$ cat src/design/cpac_map.vh
// constants for the channel priority access control block
`ifndef CPAC_MAP_VH
`define CPAC_MAP_VH

// processor clock rate feeding the channel
`define CPAC_CLK_HZ       20000000
// watchdog window on the word strobe, in milliseconds
`define CPAC_WD_NOM_MS    75
`define CPAC_WD_TOL_MS    25
// terminal count of the watchdog, nominal time in cycles
`define CPAC_WD_CYCLES    (`CPAC_WD_NOM_MS * (`CPAC_CLK_HZ / 1000))
// position of the interface control check bit in the stored status word
`define CPAC_CSW_IFC_BIT  46
// widths and depths
`define CPAC_DATA_W       36
`define CPAC_ADDR_W       24
`define CPAC_CNT_W        16
`define CPAC_WD_W         21
`define CPAC_FIFO_DEPTH   4
// sequencer state codes
`define CPAC_ST_IDLE      2'h0
`define CPAC_ST_SETUP     2'h1
`define CPAC_ST_RUN       2'h2
`define CPAC_ST_DRAIN     2'h3
// storage address step per full word
`define CPAC_WORD_BYTES   24'h000004

`endif

$ cat src/design/cpac_channel.v
// priority mode control and word handshake of the direct transfer channel
`timescale 1ns/1ns
`include "cpac_map.vh"
module cpac_channel #(
   parameter DW         = `CPAC_DATA_W,
   parameter AW         = `CPAC_ADDR_W,
   parameter CW         = `CPAC_CNT_W,
   parameter WDW        = `CPAC_WD_W,
   parameter WD_CYCLES  = `CPAC_WD_CYCLES,
   parameter FIFO_DEPTH = `CPAC_FIFO_DEPTH
)(
   input  wire          sys_clk,
   input  wire          rst,
   // processor side
   input  wire          start,
   input  wire          halt,
   input  wire          read_op,
   input  wire [AW-1:0] start_addr,
   input  wire [CW-1:0] word_count,
   output wire          busy,
   output reg           chan_end_ff,
   output reg           ifc_check_ff,
   output reg           excl_mode_ff,
   output wire          timer_hold,
   output wire          intr_hold,
   // main storage side
   output wire          mem_req,
   output wire          mem_write,
   output reg  [AW-1:0] mem_addr_ff,
   output wire [DW-1:0] mem_wdata,
   input  wire [DW-1:0] mem_rdata,
   input  wire          mem_grant,
   input  wire          mem_other_req,
   output wire          mem_excl,
   // external device link
   input  wire          priority_in,
   output reg           command_ff,
   output reg           rd_wr_ff,
   output reg           sync_out_ff,
   input  wire          sync_in,
   input  wire          end_in,
   input  wire [DW-1:0] data_in,
   output reg  [DW-1:0] data_out_ff
);
   reg [1:0]     state_ff;      // sequencer state
   reg [1:0]     nxt_state;
   reg [CW-1:0]  link_left_ff;  // words still to pass over the link
   reg [CW-1:0]  fetch_left_ff; // words still to fetch from storage (write)
   reg           last_grant_ff; // storage cycle taken in the previous clock
   reg           end_req_ff;    // device asked to end, wait for strobe drop
   reg [WDW-1:0] wd_cnt_ff;     // clocks since the last strobe rise
   wire          running;
   wire          wd_expire;
   wire          link_done;
   wire          raise_sync;
   wire          take_in;
   wire          drop_cmd;
   wire          f_in_valid;
   wire          f_in_ready;
   wire [DW-1:0] f_in_data;
   wire          f_out_valid;
   wire          f_out_ready;
   wire [DW-1:0] f_out_data;
   wire          mem_want;
   wire          mem_take;

   assign running = (state_ff == `CPAC_ST_RUN);
   assign busy    = (state_ff != `CPAC_ST_IDLE);

   // exclusive mode freezes the timer and other interrupts for the whole operation
   assign timer_hold = busy & excl_mode_ff;
   assign intr_hold  = busy & excl_mode_ff;

   // storage ownership is only claimed once start processing is over
   assign mem_excl = excl_mode_ff & (running | (state_ff == `CPAC_ST_DRAIN));

   // storage wants a cycle: read drains the fifo, write fills it while words remain
   assign mem_want = rd_wr_ff ? f_out_valid
                              : (running & f_in_ready & (fetch_left_ff != {CW{1'b0}}));
   // shared mode backs off for one clock after a cycle if anyone else is waiting;
   // this is what limits the guaranteed shared rate, the storage arbiter may also
   // hold the grant for its own two-cycle functions
   assign mem_req   = mem_want & ~(~excl_mode_ff & last_grant_ff & mem_other_req);
   // exclusive mode can take a cycle every clock, far above a million words a second
   assign mem_take  = mem_req & mem_grant;
   assign mem_write = rd_wr_ff;
   assign mem_wdata = f_out_data;

   // strobe rises only with command up, acknowledge down and a word or a slot ready
   assign raise_sync = running & command_ff & ~sync_out_ff & ~sync_in & ~end_req_ff
                       & (link_left_ff != {CW{1'b0}})
                       & (rd_wr_ff ? f_in_ready : f_out_valid);
   assign take_in    = sync_out_ff & sync_in;
   assign link_done  = (link_left_ff == {CW{1'b0}}) & ~sync_out_ff;

   // watchdog only runs in exclusive mode; shared mode waits on the device forever
   assign wd_expire = running & excl_mode_ff & (wd_cnt_ff == WD_CYCLES[WDW-1:0] - 1'b1);
   // halt and watchdog drop command at once; word count and device end wait for the strobe
   assign drop_cmd  = running & (halt | wd_expire | link_done | (end_req_ff & ~sync_out_ff));

   // fifo steering by direction
   assign f_in_valid  = rd_wr_ff ? (take_in & running) : mem_take;
   assign f_in_data   = rd_wr_ff ? data_in : mem_rdata;
   assign f_out_ready = rd_wr_ff ? mem_take : raise_sync;

   cpac_fifo #(
      .WIDTH (DW),
      .DEPTH (FIFO_DEPTH),
      .AW    (2)
   ) u_fifo (
      .sys_clk   (sys_clk),
      .rst       (rst),
      .flush     (start & ~busy),
      .in_valid  (f_in_valid),
      .in_ready  (f_in_ready),
      .in_data   (f_in_data),
      .out_valid (f_out_valid),
      .out_ready (f_out_ready),
      .out_data  (f_out_data)
   );

   // sequencer next state
   always @*
   begin
      nxt_state = state_ff;
      case (state_ff)
         `CPAC_ST_IDLE:
            if (start)
               nxt_state = `CPAC_ST_SETUP;
         `CPAC_ST_SETUP:
            nxt_state = `CPAC_ST_RUN;
         `CPAC_ST_RUN:
            if (drop_cmd)
               nxt_state = `CPAC_ST_DRAIN;
         `CPAC_ST_DRAIN:
            // a read keeps storing buffered words; a write just discards them
            if (!rd_wr_ff || !f_out_valid)
               nxt_state = `CPAC_ST_IDLE;
         default:
            nxt_state = `CPAC_ST_IDLE;
      endcase
   end

   // operation control registers
   always @(posedge sys_clk)
   begin
      if (rst)
      begin
         state_ff      <= `CPAC_ST_IDLE;
         excl_mode_ff  <= 1'b0;
         rd_wr_ff      <= 1'b0;
         command_ff    <= 1'b0;
         ifc_check_ff  <= 1'b0;
         chan_end_ff   <= 1'b0;
         end_req_ff    <= 1'b0;
         link_left_ff  <= {CW{1'b0}};
         fetch_left_ff <= {CW{1'b0}};
         mem_addr_ff   <= {AW{1'b0}};
         last_grant_ff <= 1'b0;
      end
      else
      begin
         state_ff      <= nxt_state;
         chan_end_ff   <= 1'b0;
         last_grant_ff <= mem_take;
         if (state_ff == `CPAC_ST_IDLE && start)
         begin
            // mode is sampled once here and kept until the next start
            excl_mode_ff  <= priority_in;
            rd_wr_ff      <= read_op;
            ifc_check_ff  <= 1'b0;
            end_req_ff    <= 1'b0;
            link_left_ff  <= word_count;
            fetch_left_ff <= word_count;
            mem_addr_ff   <= start_addr;
         end
         if (state_ff == `CPAC_ST_SETUP)
            command_ff <= 1'b1;
         if (drop_cmd)
            command_ff <= 1'b0;
         // expiry leaves the check flag for the stored status word
         if (wd_expire)
            ifc_check_ff <= 1'b1;
         // device end is honoured only while the strobe is up
         if (running && sync_out_ff && end_in)
            end_req_ff <= 1'b1;
         if (mem_take)
            mem_addr_ff <= mem_addr_ff + `CPAC_WORD_BYTES;
         if (mem_take && !rd_wr_ff)
            fetch_left_ff <= fetch_left_ff - 1'b1;
         if (take_in)
            link_left_ff <= link_left_ff - 1'b1;
         if (state_ff == `CPAC_ST_DRAIN && nxt_state == `CPAC_ST_IDLE)
            chan_end_ff <= 1'b1;
      end
   end

   // word strobe and outgoing data
   always @(posedge sys_clk)
   begin
      if (rst)
      begin
         sync_out_ff <= 1'b0;
         data_out_ff <= {DW{1'b0}};
      end
      else
      begin
         if (raise_sync)
         begin
            sync_out_ff <= 1'b1;
            if (!rd_wr_ff)
               data_out_ff <= f_out_data;
         end
         // acknowledge or loss of command pulls the strobe down
         if (take_in || drop_cmd || !command_ff)
            sync_out_ff <= 1'b0;
      end
   end

   // watchdog counter: restarts on each strobe rise, idle outside exclusive runs
   always @(posedge sys_clk)
   begin
      if (rst || !running || !excl_mode_ff || raise_sync)
         wd_cnt_ff <= {WDW{1'b0}};
      else
         wd_cnt_ff <= wd_cnt_ff + 1'b1;
   end
endmodule

$ cat src/design/cpac_fifo.v
// word fifo between the link and main storage
`timescale 1ns/1ns
module cpac_fifo #(
   parameter WIDTH = 36,
   parameter DEPTH = 4,
   parameter AW    = 2
)(
   input  wire             sys_clk,
   input  wire             rst,
   input  wire             flush,
   input  wire             in_valid,
   output wire             in_ready,
   input  wire [WIDTH-1:0] in_data,
   output wire             out_valid,
   input  wire             out_ready,
   output wire [WIDTH-1:0] out_data
);
   reg [WIDTH-1:0] mem_ff [0:DEPTH-1]; // word storage
   reg [AW-1:0]    wr_ptr_ff;          // next slot to fill
   reg [AW-1:0]    rd_ptr_ff;          // oldest word
   reg [AW:0]      cnt_ff;             // words held
   wire            push;
   wire            pop;

   // full and empty come straight from the count, so they never lie
   assign in_ready  = (cnt_ff != DEPTH[AW:0]);
   assign out_valid = (cnt_ff != {(AW+1){1'b0}});
   assign out_data  = mem_ff[rd_ptr_ff];
   assign push      = in_valid & in_ready;
   assign pop       = out_valid & out_ready;

   // pointer wrap at the depth, which need not be a power of two
   function [AW-1:0] cpac_inc;
      input [AW-1:0] p;
      begin
         cpac_inc = (p == DEPTH[AW-1:0] - 1'b1) ? {AW{1'b0}} : p + 1'b1;
      end
   endfunction

   // storage write, no reset needed on the data itself
   always @(posedge sys_clk)
   begin
      if (push)
      begin
         mem_ff[wr_ptr_ff] <= in_data;
      end
   end

   // pointers and count
   always @(posedge sys_clk)
   begin
      if (rst || flush)
      begin
         wr_ptr_ff <= {AW{1'b0}};
         rd_ptr_ff <= {AW{1'b0}};
         cnt_ff    <= {(AW+1){1'b0}};
      end
      else
      begin
         if (push)
            wr_ptr_ff <= cpac_inc(wr_ptr_ff);
         if (pop)
            rd_ptr_ff <= cpac_inc(rd_ptr_ff);
         if (push && !pop)
            cnt_ff <= cnt_ff + 1'b1;
         else if (pop && !push)
            cnt_ff <= cnt_ff - 1'b1;
      end
   end
endmodule

$ cat config.mk
export PLATFORM = sky130hd
export DESIGN_NAME = cpac_channel
export DESIGN_NICKNAME = d
export VERILOG_FILES = /design/src/design/cpac_channel.v /design/src/design/cpac_fifo.v
export VERILOG_INCLUDE_DIRS = /design/src /design/src/design
export SDC_FILE = /design/constraint.sdc
export NUM_CORES = 1
export LEC_CHECK = 0
export ABC_AREA = 0
export BUFFER_PORTS_ARGS = -buffer_cell sky130_fd_sc_hd__buf_2
export CAP_MARGIN = 20
export CORE_MARGIN = 2
export CORE_UTILIZATION = 55
export DETAILED_ROUTE_END_ITERATION = 8
export GPL_TIMING_DRIVEN = 0
export PLACE_DENSITY = 0.85
export SLEW_MARGIN = 20
export SYNTH_ARGS = -nofsm -noshare
export SYNTH_HDL_FRONTEND = slang
export SYNTH_SLANG_ARGS = --single-unit
$ cat constraint.sdc
create_clock -name sys_clk -period 4.6 [get_ports sys_clk]
set_input_delay 0.46 -clock sys_clk [delete_from_list [all_inputs] [get_ports sys_clk]]
set_output_delay 0.46 -clock sys_clk [all_outputs]
set_load 0.01 [all_outputs]
Word-level counts from Yosys, hierarchy flattened
Memory sizes are Yosys's and may differ from the RTL's. A register that Yosys moved wholly into a read port is not among the register bits.
Cells that the tools add are included.
{"block": "totals", "regBits": 130, "latchBits": 0, "mem_bits_rw": 144, "rom_bits": 0, "input_bits": 122, "output_inout_bits": 108, "wordCells": 131, "mem_count": 1}
{"memory": "u_fifo.mem_ff", "depth": 4, "width": 36, "read_ports": 1, "rd_clocked_by_memory_dff": 1, "wr": 1, "line_no": "cpac_fifo.v:18", "source": "reg [WIDTH-1:0] mem_ff [0:DEPTH-1];"}
{"block": "classes", "n_addsub": 8, "multipliers": 0, "n_div": 0, "order_cmp": 0, "eq_ne": 7, "shift": 0, "muxes": 26, "bitwise": 35, "n_reduce_logical": 37}
{"operator": "two-way mux 16 bit", "count": 3}
{"operator": "two-way mux 24 bit", "count": 2}
{"operator": "two-way mux 36 bit", "count": 1}
{"operator": "nonzero test 16 bit", "count": 2}
{"operator": "subtractor 16 x 1 -> 16 bit, second input constant", "count": 2}
{"operator": "adder 24 x 3 -> 24 bit, second input constant", "count": 1}
{"operator": "AND 1 bit", "count": 24}
{"operator": "adder 21 x 1 -> 21 bit, second input constant", "count": 1}
{"operator": "equality test 21 bit, second input constant", "count": 1}
{"operator": "zero test 16 bit", "count": 1}
{"operator": "two-way mux 2 bit", "count": 7}
{"operator": "nonzero test 2 bit", "count": 7}
{"operator": "two-way mux 1 bit", "count": 10}
{"operator": "equality test 2 bit, second input constant", "count": 4}
{"operator": "one-hot mux 2 bit (4 select lines)", "count": 1}
{"operator": "logical AND 1 bit", "count": 7}
{"operator": "zero test 1 bit", "count": 7}
{"operator": "logical OR 1 bit", "count": 7}
{"operator": "inverter 1 bit", "count": 7}
{"operator": "two-way mux 3 bit", "count": 2}
{"operator": "adder 2 x 1 -> 2 bit, second input constant", "count": 2}
{"operator": "zero test 2 bit", "count": 2}
{"operator": "bitwise OR 1 bit", "count": 4}
{"operator": "OR reduction 2 bit", "count": 2}
{"operator": "6 further kinds", "count": 6}

Longest topological paths before layout
{"block": "logic_depth", "word_depth": 12, "mapped_depth": 15}

Cells and area by module
Synthesis repeated with hierarchy kept, for this count alone.
{"block": "hier_totals", "hier_cells": 1004, "area_unflattened_um2": 12095.4}
{"mod": "cpac_channel", "n_inst": 1, "cells_per_inst": 766, "area_each_um2": 6419.9, "seq_area_each_um2": 2462.4}
{"mod": "cpac_fifo", "n_inst": 1, "cells_per_inst": 238, "area_each_um2": 5675.4, "seq_area_each_um2": 4504.3}

Worst setup path after synthesis
Ideal clock, no wire load.
{"block": "synth_path", "path_kind": "register to register", "from": "register fetch_left_ff[0]", "to": "memory u_fifo.mem_ff[3][0] (enable)", "t_arrival_ps": 2791, "setup_slack_ps": 1412, "stages_incl_launch_ff": 11, "cell_sequence": "dfxtp_1 inv_1 ha_1 clkbuf_1 nor4b_1 and4_1 buf_2 or2_2 clkbuf_1 a21oi_2 and2_1"}
{"block": "synth_via", "elab_chain_len": 9}
{"item": "start, declared", "line_no": "cpac_channel.v:48", "source": "reg [CW-1:0] fetch_left_ff;"}
{"item": "start signal, assigned", "line_no": "cpac_channel.v:157", "source": "fetch_left_ff <= {CW{1'b0}};"}
{"item": "start signal, assigned", "line_no": "cpac_channel.v:174", "source": "fetch_left_ff <= word_count;"}
{"item": "start signal, assigned", "line_no": "cpac_channel.v:190", "source": "fetch_left_ff <= fetch_left_ff - 1'b1;"}
{"item": "nonzero test 16 bit", "line_no": "cpac_channel.v:79", "source": ": (running & f_in_ready & (fetch_left_ff != {CW{1'b0}}));"}
{"item": "AND 1 bit", "line_no": "cpac_channel.v:79"}
{"item": "two-way mux 1 bit", "line_no": "cpac_channel.v:78", "source": "assign mem_want = rd_wr_ff ? f_out_valid"}
{"item": "AND 1 bit", "line_no": "cpac_channel.v:83", "source": "assign mem_req = mem_want & ~(~excl_mode_ff & last_grant_ff & mem_other_req);"}
{"item": "AND 1 bit", "line_no": "cpac_channel.v:85", "source": "assign mem_take = mem_req & mem_grant;"}
{"item": "two-way mux 1 bit", "line_no": "cpac_channel.v:102", "source": "assign f_in_valid = rd_wr_ff ? (take_in & running) : mem_take;"}
{"item": "AND 1 bit", "line_no": "cpac_fifo.v:29", "source": "assign push = in_valid & in_ready;"}
{"item": "named net u_fifo.push", "line_no": "cpac_fifo.v:22", "source": "wire push;"}
{"item": "two-way mux 1 bit", "line_no": "cpac_fifo.v:43", "source": "if (push)"}
{"item": "two-way mux 1 bit (implied by the code)", "line_no": "cpac_fifo.v:45", "source": "mem_ff[wr_ptr_ff] <= in_data;"}
{"item": "end, declared", "line_no": "cpac_fifo.v:18"}
The timed path passes the listed nets, and every way through them passes these cells.

Final worst setup path
{"block": "layout_path", "from": "register fetch_left_ff[0]", "to": "register u_fifo.cnt_ff[2]"}
{"block": "layout_via", "elab_chain_len": 10, "word_cells_on_any_way": 15, "classes_between": "4 x mux; 5 x bitwise; 6 x reduce/logical"}
{"item": "nonzero test 16 bit *", "line_no": "cpac_channel.v:79"}
{"item": "AND 1 bit *", "line_no": "cpac_channel.v:79"}
{"item": "two-way mux 1 bit *", "line_no": "cpac_channel.v:78"}
{"item": "AND 1 bit *", "line_no": "cpac_channel.v:83"}
{"item": "AND 1 bit *", "line_no": "cpac_channel.v:85"}
{"item": "two-way mux 1 bit *", "line_no": "cpac_channel.v:102"}
{"item": "AND 1 bit *", "line_no": "cpac_fifo.v:29"}
{"item": "named net u_fifo.push", "line_no": "cpac_fifo.v:22"}
{"item": "zero test 1 bit", "line_no": "cpac_fifo.v:66", "source": "else if (pop && !push)"}
{"item": "logical AND 1 bit", "line_no": "cpac_fifo.v:66"}
{"item": "nonzero test 2 bit (no line)"}
{"item": "end signal, assigned", "line_no": "cpac_fifo.v:56", "source": "cnt_ff <= {(AW+1){1'b0}};"}
{"item": "end signal, assigned", "line_no": "cpac_fifo.v:65", "source": "cnt_ff <= cnt_ff + 1'b1;"}
{"item": "end signal, assigned", "line_no": "cpac_fifo.v:67", "source": "cnt_ff <= cnt_ff - 1'b1;"}
{"item": "end, declared", "line_no": "cpac_fifo.v:21", "source": "reg [AW:0] cnt_ff;"}
Mark *: on every way through the listed nets, which the timed path passes. The rest lies on a longest branch.
A chain may end at the register's enable or synchronous reset.

==> impl_metrics.tcl <==
set metrics [dict create \
    status "finished, final reports clean" \
    final-max-slew-violation-count 0 \
    timing.final.ws_setup_ps 953 \
    reg2reg_setup_slack_ps 950 \
    clockBufferDepth 3 \
    yosysWarningCount 0 \
    ys.flop_type "edfxtp_1" \
    syn-cell-area_mm2 0.0118 \
    grt.total_usage_pct 28.2 \
    fin_util_pct 67.9 \
    drc_errors 0 \
    startpoint_type "flip-flop" \
    design.core.area_mm2 0.0210 \
    drt-total-wl_mm 31.9 \
    synth_top_area_share_pct 36.7 \
    h-tree-depth 1 \
    slew-limit-headroom_pct 40.0 \
    clkTransAtPathRegs_ps 60 \
    syn_avg_cell_area_um2 11.8 \
    clock_skew_ps 16.4 \
    required_ps 5070 \
    grt_max_degree 26 \
    reg2reg_depth 15 \
    whs_path_depth 3 \
    synthArstFlopShare_pct 0 \
    grt_overflow_total 0 \
    power_density_mw_per_mm2 384 \
    ys_seq_elements 276 \
    ctsHoldBuffers 0 \
    hp-class "input pin to flip-flop" \
    dieArea_mm2 0.0226 \
    fin_crit_ps 3650 \
    synthTopCellsByArea "edfxtp_1 37%, dfxtp_1 22%, mux4_2 6.9%" \
    fin_nets 1393 \
    tightest_slew_ps 899 \
    root_buffer "clkbuf_16" \
    ant_nets 0 \
    crit_path_end_kind "flip-flop" \
    via_count 9303 \
    drive_above_1_share_pct 31.1 \
    cts_made_buffers 27 \
    netlist_instances 998 \
    hold_end "mem_addr_ff[11]" \
    synth_edf_count 144 \
    placementRows 53 \
    clock_sinks 276 \
    dp_slack_ps 1080 \
    p_leak_uw 0.00524 \
    drv_cap 0 \
    antenna_found_initial 0 \
    die_h_um 150 \
    firstDrtPassIters 5 \
    clk-insertion-delay-late_ps 550 \
    die_w_um 150 \
    synthTopCellsByCount "147 x nand2_1, 144 x edfxtp_1, 132 x dfxtp_1" \
    cts_tree "done" \
    peakVddDrop_uv 297 \
    ctsResizeCount 0 \
    io_buffers 229 \
    grt_pass1_vias 9071 \
    syn_to_final_growth_pct 21.1 \
    crit_arrival_ps 4120 \
    final_area_mm2 0.0143 \
    min-delay-start "start_addr[11]" \
    initial_core_util_pct 56.1 \
    rsz0062_at_grt "no" \
    setup_viol 0 \
    syn-num-nets 1131 \
    finalCritPeriodShare_pct 79.3 \
    finalHoldViolations 0 \
    tns_ps 0 \
    busiest_layer "met2" \
    timing.fmax_ghz 0.274 \
    synth_cell_types 72 \
    n_antenna_cell 0 \
    grt_use_met2_pct 47.1 \
    viasPerCell 5.98 \
    crit_fanout 9 \
    placed_area_mm2 0.0134 \
    synth_top_area_cell "edfxtp_1" \
    io_pins 230 \
    met3_usage_pct 5.06 \
    reg2reg_to "u_fifo.cnt_ff[2]" \
    dp_hpwl_mm 22.0 \
    grt_use_met1_pct 36.7 \
    drtIter0Drc 883 \
    ys_seq_area_share_pct 59.1 \
    postCtsSetupBuffers 0 \
    yosysMostFrequentCell "nand2_1" \
    place_congestion 0.922 \
    critPathKind "flip-flop to flip-flop" \
    crit-reg2reg-launch "fetch_left_ff[0]" \
    avgRoutedWirePerCell_um 20.5 \
    grt_pass1_wl_mm 48.7 \
]
-- metrics by stage --
stage / hold WS, ps / std cells / total power (uW)
after CTS: 143 / 1556 / 5500
after floorplan: 430 / 998 / 3100
after global routing: 171 / 1556 / 5660
after detailed placement: 444 / 1506 / 3320
final: 158 / 1556 / 5490
after global placement: 436 / 1502 / 3290
-- cells in the final DEF, fill, tap and decap left out, types with 4 or more instances in the layout --
master     synthesis  routed
buf_2             14     243
nand2_1          147     147
edfxtp_1         144     144
dfxtp_1          132     132
nor2_1            77      77
a21oi_1           74      74
mux2_2            39      39
clkbuf_1          33      36
mux4_2            36      36
nand3_1           33      33
clkbuf_16          0      27
a31oi_1           21      21
nor3_1            18      18
inv_1             16      16
xor2_1            15      15
o211ai_1          12      12
o21ai_0           12      12
or3_1             11      11
and3_1            11      11
nor4_1            10      10
ha_1              10      10
nand4_1            9       9
a22oi_1            8       8
clkinv_2           0       8
xnor2_1            7       7
and2_1            10       6
a211oi_1           6       6
mux2i_1            5       5
a2bb2oi_1          5       5
nand3b_1           4       4
and4_1             4       4
or2_2              4       4
and2_2             0       4
nand2b_1           4       4
or4_1              4       4
a221oi_1           4       4
a2111oi_0          4       4
-- worst max-delay path, stage by stage (launching register included) --
cell and delay [ps]:
dfxtp_1 380, inv_1 70, ha_1 190, clkbuf_1 210
nor4b_1 200, and4_1 210, buf_2 160, or2_2 270
clkbuf_1 160, a21oi_2 390, ha_1 270, inv_1 60
fa_1 380, xor2_1 160, or3_1 300, a21oi_1 130
-- cells by family (layout without fill, tap and decap cells) --
kind of cell	after synthesis	after routing	share of synthesized area (%)
AO/OA/AOI/OAI	170	170	9.26
XOR/XNOR	22	22	1.63
adder cells (fa/ha/maj)	11	11	1.23
buffers and inverters	70	353	2.58
flip-flops	276	276	59.1
multiplexers	80	80	11.0
AND/OR/NAND/NOR	369	369	15.2
-- worst max-delay path by stage --
stage | start | end | slack [ps] | cells past startpoint
2_1_floorplan | fetch_left_ff[0] | u_fifo.mem_ff[3][0] | 1410 | 10
3_3_place_gp | fetch_left_ff[0] | u_fifo.mem_ff[3][15] | 570 | 10
3_5_place_dp | fetch_left_ff[0] | u_fifo.cnt_ff[2] | 1080 | 15
4_1_cts | fetch_left_ff[0] | u_fifo.cnt_ff[2] | 1020 | 15
5_1_grt | fetch_left_ff[0] | u_fifo.cnt_ff[2] | 740 | 15
6_report | fetch_left_ff[0] | u_fifo.cnt_ff[2] | 950 | 15
-- where the power goes --
part           internal [uW]  switching, uW
Clock                   1250            953
Sequential              2670           61.7
Combinational            222            328
-- state kept, by name (all words and copies together), names as in the netlist, 3 cells and up, named ones only --
| name | cells |
|---|---|
| link_left_ff | 16 |
| data_out_ff | 36 |
| u_fifo.cnt_ff | 3 |
| wd_cnt_ff | 21 |
| fetch_left_ff | 16 |
| mem_addr_ff | 24 |
| u_fifo.mem_ff | 144 |
-- routing by layer --
metal | share of wire (%) | wire length, um
met1 | 38 | 12200
met2 | 48 | 15400
met3 | 9.2 | 2950
met4 | 4.3 | 1360
met5 | 0 | 0
-- cell type report --
class,instances,area [um2]
Sequential cell,276,6970
Clock buffer,34,736
Timing Repair Buffer,233,1230
Buffer,54,244
Inverter,16,60.1
Multi-Input combinational cell,652,4530
Fill cell,1477,6750
Tap cell,275,344
Clock inverter,16,155
Power figures use the tool's default switching activity.
